### config.mk
export PLATFORM = sky130hd
export DESIGN_NAME = pllc_ctrl
export DESIGN_NICKNAME = d
export VERILOG_FILES = /design/src/shared/pllc_pkg.sv /design/src/core/pllc_ctrl.sv /design/src/core/pllc_factor.sv
export SDC_FILE = /design/constraint.sdc
export NUM_CORES = 1
export LEC_CHECK = 0
export ABC_AREA = 0
export ABC_CLOCK_PERIOD_IN_PS = 3100
export BUFFER_PORTS_ARGS = -buffer_cell sky130_fd_sc_hd__buf_2
export CAP_MARGIN = 20
export CORE_MARGIN = 8
export CORE_UTILIZATION = 53
export DETAILED_ROUTE_END_ITERATION = 7
export HOLD_SLACK_MARGIN = 0.05
export PLACE_DENSITY_LB_ADDON = 0.05
export SKIP_CTS_REPAIR_TIMING = 1
export SYNTH_ARGS = -nofsm -noshare
export SYNTH_HDL_FRONTEND = slang
export SYNTH_SLANG_ARGS = --single-unit
### constraint.sdc
create_clock -name sys_clk -period 3.1 [get_ports sys_clk]
set_clock_uncertainty 0.05 [all_clocks]
set_input_delay 0.31 -clock sys_clk [delete_from_list [all_inputs] [get_ports sys_clk]]
set_output_delay 0.31 -clock sys_clk [all_outputs]
set_load 0.01 [all_outputs]
### src/shared/pllc_pkg.sv
// Purpose: Constants for the loop clock multiplier control registers
// Assumes: 8-bit special function register port, one system clock
// Notes:   Offsets are the register addresses on the SFR port
package pllc_pkg;
    // Register addresses
    localparam logic [7:0] PLLC_ADDR_CTRL = 8'h89;
    localparam logic [7:0] PLLC_ADDR_DIV  = 8'h8d;
    localparam logic [7:0] PLLC_ADDR_MUL  = 8'h8e;
    localparam logic [7:0] PLLC_ADDR_FLT  = 8'h8f;
    // Control register bit positions
    localparam int PLLC_BIT_PWR  = 0;
    localparam int PLLC_BIT_EN   = 1;
    localparam int PLLC_BIT_SRC  = 2;
    localparam int PLLC_BIT_RSVD = 3;
    localparam int PLLC_BIT_LOCK = 4;
    // Field widths
    localparam int PLLC_DIV_W = 5;
    localparam int PLLC_MUL_W = 8;
    localparam int PLLC_FLT_W = 6;
    // Reset values
    localparam logic [7:0] PLLC_RST_CTRL = 8'h00;
    localparam logic [7:0] PLLC_RST_DIV  = 8'h01;
    localparam logic [7:0] PLLC_RST_MUL  = 8'h01;
    localparam logic [7:0] PLLC_RST_FLT  = 8'h31;
    localparam logic [7:0] PLLC_ZERO     = 8'h00;
    // Whole register state
    typedef struct packed {
        logic [7:0]            rdata;
        logic                  lock;
        logic                  src;
        logic                  en;
        logic                  pwr;
        logic [PLLC_DIV_W-1:0] div;
        logic [PLLC_MUL_W-1:0] mul;
        logic [PLLC_FLT_W-1:0] flt;
    } pllc_state_t;
endpackage : pllc_pkg

### src/core/pllc_ctrl.sv
// Purpose: Register control of the on-chip loop clock multiplier
// Assumes: SFR port strobes are one cycle wide and synchronous
// Notes:   The analog loop sits outside; it reports lock on loop_locked
//
// How it works
// - Lock reads at control bit four
// - Source bit picks internal or external reference
// - Enable low holds loop in reset
// - Power bit low switches bias generator off
// - Unused upper bits read zero, ignore writes
// - Pre-divide by field, zero means 32
// - Multiply by field, zero means 256
// - Output equals reference times multiply over divide
`timescale 1ns/10ps
`default_nettype none
module pllc_ctrl (
    // Clock and reset
    input  wire logic                         sys_clk,
    input  wire logic                         rst,
    // SFR port
    input  wire logic [7:0]                   sfr_addr,
    input  wire logic                         sfr_wr,
    input  wire logic                         sfr_rd,
    input  wire logic [7:0]                   sfr_wdata,
    output logic      [7:0]                   sfr_rdata,
    // Analog loop status
    input  wire logic                         loop_locked,
    // Analog loop controls
    output logic                              bias_power_on,
    output logic                              loop_hold_reset,
    output logic                              reference_source_select,
    output logic      [pllc_pkg::PLLC_DIV_W:0] predivide_factor,
    output logic      [pllc_pkg::PLLC_MUL_W:0] multiply_factor,
    output logic      [1:0]                   oscillator_range_select,
    output logic      [3:0]                   loop_filter_range,
    output logic                              lock_indicator
);
    import pllc_pkg::*;

    pllc_state_t s_q;
    pllc_state_t s_d;
    logic        wr_ctrl;
    logic        wr_div;
    logic        wr_mul;
    logic        wr_flt;

    // Address decode for writes
    always_comb
    begin
        wr_ctrl = 1'b0;
        wr_div  = 1'b0;
        wr_mul  = 1'b0;
        wr_flt  = 1'b0;
        if (sfr_addr == PLLC_ADDR_CTRL)
        begin
            wr_ctrl = sfr_wr;
        end
        else if (sfr_addr == PLLC_ADDR_DIV)
        begin
            wr_div = sfr_wr;
        end
        else if (sfr_addr == PLLC_ADDR_MUL)
        begin
            wr_mul = sfr_wr;
        end
        else if (sfr_addr == PLLC_ADDR_FLT)
        begin
            wr_flt = sfr_wr;
        end
    end

    // Next state: writes, lock tracking, read data
    always_comb
    begin
        s_d = s_q;
        if (wr_ctrl)
        begin
            // Bit three and the top bits are not stored; lock is read only
            s_d.src = sfr_wdata[PLLC_BIT_SRC];
            s_d.en  = sfr_wdata[PLLC_BIT_EN];
            s_d.pwr = sfr_wdata[PLLC_BIT_PWR];
        end
        if (wr_div)
        begin
            s_d.div = sfr_wdata[PLLC_DIV_W-1:0];
        end
        if (wr_mul)
        begin
            s_d.mul = sfr_wdata;
        end
        if (wr_flt)
        begin
            s_d.flt = sfr_wdata[PLLC_FLT_W-1:0];
        end
        // Lock only counts while powered and running, so a stale
        // report from the analog side cannot leak through a hold
        s_d.lock = s_d.pwr && s_d.en && loop_locked;
        // Registered read answer, zero for anything unmapped
        s_d.rdata = PLLC_ZERO;
        if (sfr_rd)
        begin
            if (sfr_addr == PLLC_ADDR_CTRL)
            begin
                s_d.rdata[PLLC_BIT_LOCK] = s_q.lock;
                s_d.rdata[PLLC_BIT_SRC]  = s_q.src;
                s_d.rdata[PLLC_BIT_EN]   = s_q.en;
                s_d.rdata[PLLC_BIT_PWR]  = s_q.pwr;
            end
            else if (sfr_addr == PLLC_ADDR_DIV)
            begin
                s_d.rdata[PLLC_DIV_W-1:0] = s_q.div;
            end
            else if (sfr_addr == PLLC_ADDR_MUL)
            begin
                s_d.rdata = s_q.mul;
            end
            else if (sfr_addr == PLLC_ADDR_FLT)
            begin
                s_d.rdata[PLLC_FLT_W-1:0] = s_q.flt;
            end
        end
    end

    // State register
    always_ff @(posedge sys_clk)
    begin
        if (rst)
        begin
            s_q.rdata <= PLLC_ZERO;
            s_q.lock  <= PLLC_RST_CTRL[PLLC_BIT_LOCK];
            s_q.src   <= PLLC_RST_CTRL[PLLC_BIT_SRC];
            s_q.en    <= PLLC_RST_CTRL[PLLC_BIT_EN];
            s_q.pwr   <= PLLC_RST_CTRL[PLLC_BIT_PWR];
            s_q.div   <= PLLC_RST_DIV[PLLC_DIV_W-1:0];
            s_q.mul   <= PLLC_RST_MUL;
            s_q.flt   <= PLLC_RST_FLT[PLLC_FLT_W-1:0];
        end
        else
        begin
            s_q <= s_d;
        end
    end

    // Effective factors; the loop locks at ref * mult / div
    pllc_factor #(.W(PLLC_DIV_W)) u_div_factor (
        .field  (s_q.div),
        .factor (predivide_factor)
    );
    pllc_factor #(.W(PLLC_MUL_W)) u_mul_factor (
        .field  (s_q.mul),
        .factor (multiply_factor)
    );

    // Controls to the analog loop
    assign sfr_rdata               = s_q.rdata;
    assign bias_power_on           = s_q.pwr;
    assign loop_hold_reset         = !s_q.en;
    assign reference_source_select = s_q.src;
    assign oscillator_range_select = s_q.flt[5:4];
    assign loop_filter_range       = s_q.flt[3:0];
    assign lock_indicator          = s_q.lock;

    // Checks
    AST_LOCK_READ: assert property (@(posedge sys_clk) disable iff (rst)
        sfr_rd && sfr_addr == PLLC_ADDR_CTRL
        |=> sfr_rdata[PLLC_BIT_LOCK] == $past(lock_indicator))
        else $error("lock bit read back wrong");
    AST_SRC_WRITE: assert property (@(posedge sys_clk) disable iff (rst)
        wr_ctrl
        |=> reference_source_select == $past(sfr_wdata[PLLC_BIT_SRC]))
        else $error("source select did not follow write");
    AST_HOLD: assert property (@(posedge sys_clk) disable iff (rst)
        wr_ctrl && !sfr_wdata[PLLC_BIT_EN] |=> loop_hold_reset)
        else $error("loop not held after enable cleared");
    AST_BIAS: assert property (@(posedge sys_clk) disable iff (rst)
        wr_ctrl |=> bias_power_on == $past(sfr_wdata[PLLC_BIT_PWR]))
        else $error("bias power did not follow write");
    AST_UNUSED_ZERO: assert property (@(posedge sys_clk) disable iff (rst)
        sfr_rd && (sfr_addr == PLLC_ADDR_CTRL || sfr_addr == PLLC_ADDR_DIV)
        |=> sfr_rdata[7:5] == 3'h0)
        else $error("unused bits read nonzero");
    AST_DIV_ZERO: assert property (@(posedge sys_clk) disable iff (rst)
        wr_div && sfr_wdata[4:0] == 5'h00 |=> predivide_factor == 6'h20)
        else $error("zero pre-divide is not 32");
    AST_DIV_VAL: assert property (@(posedge sys_clk) disable iff (rst)
        wr_div && sfr_wdata[4:0] != 5'h00
        |=> predivide_factor == {1'b0, $past(sfr_wdata[4:0])})
        else $error("pre-divide factor wrong");
    AST_MUL_ZERO: assert property (@(posedge sys_clk) disable iff (rst)
        wr_mul && sfr_wdata == 8'h00 |=> multiply_factor == 9'h100)
        else $error("zero multiplier is not 256");
    AST_MUL_VAL: assert property (@(posedge sys_clk) disable iff (rst)
        wr_mul && sfr_wdata != 8'h00
        |=> multiply_factor == {1'b0, $past(sfr_wdata)})
        else $error("multiplier factor wrong");
    // Checked every cycle, so a quick re-enable cannot trip it
    AST_LOCK_CLEAR: assert property (@(posedge sys_clk) disable iff (rst)
        !bias_power_on || loop_hold_reset |-> !lock_indicator)
        else $error("lock held while loop stopped");
    AST_LOCK_FOLLOW: assert property (@(posedge sys_clk) disable iff (rst)
        !wr_ctrl && bias_power_on && !loop_hold_reset
        |=> lock_indicator == $past(loop_locked))
        else $error("lock flag did not follow running loop");
endmodule : pllc_ctrl
`default_nettype wire

### src/core/pllc_factor.sv
// Purpose: Turns a divide or multiply field into its effective factor
// Assumes: A field of all zeros means two to the field width
// Notes:   Pure combinational, one extra bit of width for the top value
`timescale 1ns/10ps
`default_nettype none
module pllc_factor #(
    parameter int W = 5
) (
    // Field in
    input  wire logic [W-1:0] field,
    // Factor out
    output logic      [W:0]   factor
);
    // Zero field stands for the full range
    always_comb
    begin
        if (field == '0)
        begin
            factor = {1'b1, {W{1'b0}}};
        end
        else
        begin
            factor = {1'b0, field};
        end
    end
endmodule : pllc_factor
`default_nettype wire

Word-level counts from Yosys, hierarchy flattened
Index checks and enable logic that the tools add are counted.

Input bits: 21. Word-level logic and storage cells: 44. Flip-flop bits (word level): 31.

Reductions and logical operators: 9. Multiplexer cells: 18. Eq/ne operators: 4. Bitwise gates (word level): 2.

Operators with widths (count): $eq A8 B8 Y1 const B (4); $mux W6 (3); $mux W1 (11); $mux W9 (1); $logic_not A8 Y1 (1); $logic_not A5 Y1 (1); $mux W5 (1); $reduce_or A5 Y1 (1); $reduce_or A4 Y1 (1); $mux W3 (1); $reduce_or A3 Y1 (1); $logic_and A1 B1 Y1 (2); $mux W2 (1); $not A1 Y1 (2); $reduce_or A2 Y1 (1); $logic_not A1 Y1 (1).

Depth between registers and ports, before layout
Word-level depth: 5. Depth in mapped cells: 5. Mapped depth without buffers: 3.

Cells and area by module
A second synthesis with hierarchy kept.

Cells, all modules: 173. Area total of the unflattened synthesis: 1651.6 um^2.

By module, submodules not included: pllc_ctrl (area each 1560.2 um^2, cells an instance 155, times used 1); pllc_factor (u_mul_factor) (area each 55.1 um^2, cells an instance 11, times used 1); pllc_factor (u_div_factor) (area each 36.3 um^2, cells an instance 7, times used 1).

Worst setup path before layout
OpenSTA, ideal clock, no wires.

Path type: input port to flip-flop. Start: in sfr_addr[5]. End: reg s_q (netlist bit loop_filter_range[0]). Stages: 5. Setup time: 0.123 ns. Arrival: 1.707 ns. Path slack: 1.220 ns. Buffers on the path: 2. Cells stage by stage: or4b_1 -> buf_2 -> or4_4 -> buf_6 -> mux2i_1.

Longest elaborated chain between the ends: 5. Elaborated cells on any way between the ends: 8. Those cells by class: eq/ne: 4; mux: 4.

RTL lines: start: declaration (line pllc_ctrl.sv:21) `input wire logic [7:0] sfr_addr,`; $eq A8 B8 Y1 (line pllc_ctrl.sv:66) `else if (sfr_addr == PLLC_ADDR_FLT)`; $mux W1 (line pllc_ctrl.sv:66); $mux W1 (line pllc_ctrl.sv:62) `else if (sfr_addr == PLLC_ADDR_MUL)`; $mux W1 (line pllc_ctrl.sv:58) `else if (sfr_addr == PLLC_ADDR_DIV)`; $mux W1 (*) (line pllc_ctrl.sv:54) `if (sfr_addr == PLLC_ADDR_CTRL)`; end: declaration (line pllc_ctrl.sv:40) `pllc_state_t s_q;`.

Every way passes the cells marked *; elsewhere a longest branch is shown, timed or not. A chain may end at the register's enable or synchronous reset.

Final worst setup path
Start: reg s_q[10] in the netlist's numbering. End: out multiply_factor[8] in the netlist's numbering.

Longest elaborated chain between the ends: 2.

RTL lines: $logic_not A8 Y1 (line pllc_factor.sv:17) `if (field == '0)`; $mux W9 (line pllc_factor.sv:17); end: declaration (line pllc_ctrl.sv:33) `output logic [pllc_pkg::PLLC_MUL_W:0] multiply_factor,`.

Every way passes these cells.

==> qor.yml <==
h-tree-depth: 2
min_path_type: "input pin to flop"
layout.cells.non_filler: 236
status: "finished clean"
slew_viol_final: 0
grt_first_pass_wirelength_um: 6360
grt_use_total: 0.157
grt_max_degree: 37
final.setup.tns_ps: 0
dr.pass1.iters: 4
pre_cts_ws_ps: 1050
postRouteAntennaNets: 0
ctsRootBufferMaster: "clkbuf_4"
grt_pass1_vias: 1362
seq_area_um2: 621
gr-total-overflow: 0
post_dp_cell_area_um2: 1710
drive_gt1_frac: 0.300
vias_per_cell: 5.59
io_pins: 54
cp.required_ps: 2740
layout_setup_ws_ps: 1310
async_flop_share: 0
rsz0062_at_grt: "no"
clockBufferDepth: 2
synthFlopType: "dfxtp_1"
clk_latency_ps: 330
p_int_uw: 556
p_sw_uw: 164
r2r-end: "sfr_rdata[4]$_SDFF_PP0_"
synth_edf_count: 0
power_density_nw_per_um2: 404
drt-initial-drc-count: 126
n_antenna_cell: 0
slew-limit-headroom: 0.633
antenna_found_initial: 0
fmax_mhz: 557
synth_nets: 200
crit_path_end_kind: "output port"
numCtsBuffers: 5
period_share: 0.579
synth_top_area_frac: 0.386
pwr-share-clk: 0.370
dp.cells: 228
clock-sinks: 31
fp.dieW_um: 71.1
worstSetupStartpoint: "s_q[10]$_SDFFE_PP0P_"
syn_area_per_cell_um2: 8.98
drc_errors: 0
p_seq_frac: 0.554
setup_viol: 0
combPwrFrac: 0.076
nets: 223
worstHoldEndpoint: "s_q[12]$_SDFFE_PP0P_"
yosysTopAreaCell: "dfxtp_1"
p_sw_frac: 0.228
fill_cells: 264
hold_viol: 0
yosysMostFrequentCell: "dfxtp_1"
initial_utilization: 0.539
ys.warnings.count: 0
core_area_um2: 2980
hpwlAfterDp_um: 2860
yosysSeqAreaShare: 0.386
path_clk_slew_ps: 90
ys_seq_elements: 31
power_leakage_uw: 0.000825
avgRoutedWirePerCell_um: 15.9
syn_inst: 179
cts_tree: "done"
total_power_uw: 720
multiInputGateArea_um2: 767
wirelength_um: 3750
portBuffers: 53
tightest_slew_ps: 543
cp-start-kind: "flop"
rrSetupSlack_ps: 2060
rr_startpoint: "s_q[10]$_SDFFE_PP0P_"
cp.arrival_ps: 1430
syn_area_um2: 1610
r2r_cells: 3
syn_to_final_growth_pct: 10.9
drv_cap: 0
ir_drop_uv: 271
min-delay-start: "sfr_wdata[6]"
stdcell_area_um2: 1780
hold_path_depth: 3
synth_area_leaders: "dfxtp_1, mux2i_1, nand2b_1, buf_4, clkbuf_1"
place_congestion: 0.781
synth.distinct_cells: 31
fp-row-count: 20
min_period_ps: 1790
dieArea_um2: 5050
critPathMaxFanout: 4
dieHeight_um: 71.1
crit_type: "flop to output port"
synth_common_cells: "dfxtp_1, nand2b_1, mux2i_1, clkbuf_1, buf_4"
vias: 1319
sequential cells by signal, indices dropped and copies added, names as in the netlist:
name	flops
loop_filter_range	4
s_q	14
lock_indicator	1
sfr_rdata	8
oscillator_range_select	2
bias_power_on	1
reference_source_select	1
critical path: stages, from the launching register on:
cell	delay, ps
dfxtp_1	350
or4_1	520
nor2_1	110
buf_2	130
cells in the final DEF (no fill, tap or decap), types with 2 or more instances in the layout:
master    instances
nor4_1            2
o32ai_1           4
nand4b_1          4
inv_1             5
nor2b_1           2
or4_1             3
nand4_1           2
nand2_1           2
dfxtp_1          31
a21o_1            4
mux2i_1          24
nor3_1            5
clkbuf_8          2
nor4bb_1          2
nand2b_1         25
o21ai_0           4
nor2_1           11
clkbuf_4          5
nor4b_1           2
buf_2            53
worst max-delay path by stage:
stage / to / slack [ps]
after floorplan: loop_filter_range[0]$_SDFFE_PP1P_ / 1220
after global placement: loop_filter_range[0]$_SDFFE_PP1P_ / 1100
after detailed placement: loop_filter_range[1]$_SDFFE_PP0P_ / 1050
after CTS: multiply_factor[8] / 1280
after global routing: multiply_factor[8] / 1180
final: multiply_factor[8] / 1310
area by class of cell:
cell class                      instances  share of cell area
Multi-Input combinational cell        106               0.430
Sequential cell                        31               0.348
Timing Repair Buffer                   53               0.149
Clock buffer                            8              0.0386
Tap cell                               33              0.0232
Inverter                                5              0.0105
routing by layer:
| metal | wire [um] | track usage |
|---|---|---|
| met2 | 1740 | 0.249 |
| met4 | 57 | 0.0716 |
| met5 | 0 | 0 |
| met3 | 327 | 0.0664 |
| met1 | 1620 | 0.179 |
power by group through the flow:
stage          combinational (uW)  sequential [uW]  clock [uW]
4_1_cts                      54.5              399         274
3_3_place_gp                 52.9              408           0
3_5_place_dp                 54.2              408           0
2_1_floorplan                31.8              408           0
6_report                     54.9              399         266
5_1_grt                      60.5              399         290
metrics by stage:
stage                      util  hold slack [ps]
final                     0.598              187
after global routing      0.598              170
after CTS                 0.598              170
after detailed placement  0.575              416
after global placement    0.575              407
after floorplan               -              412
cells by family after synthesis:
family,share of synthesized area
buf+inv,0.136
mux,0.150
flops,0.386
compound gates,0.0561
simple gates,0.272
Power figures use the tool's default switching activity.
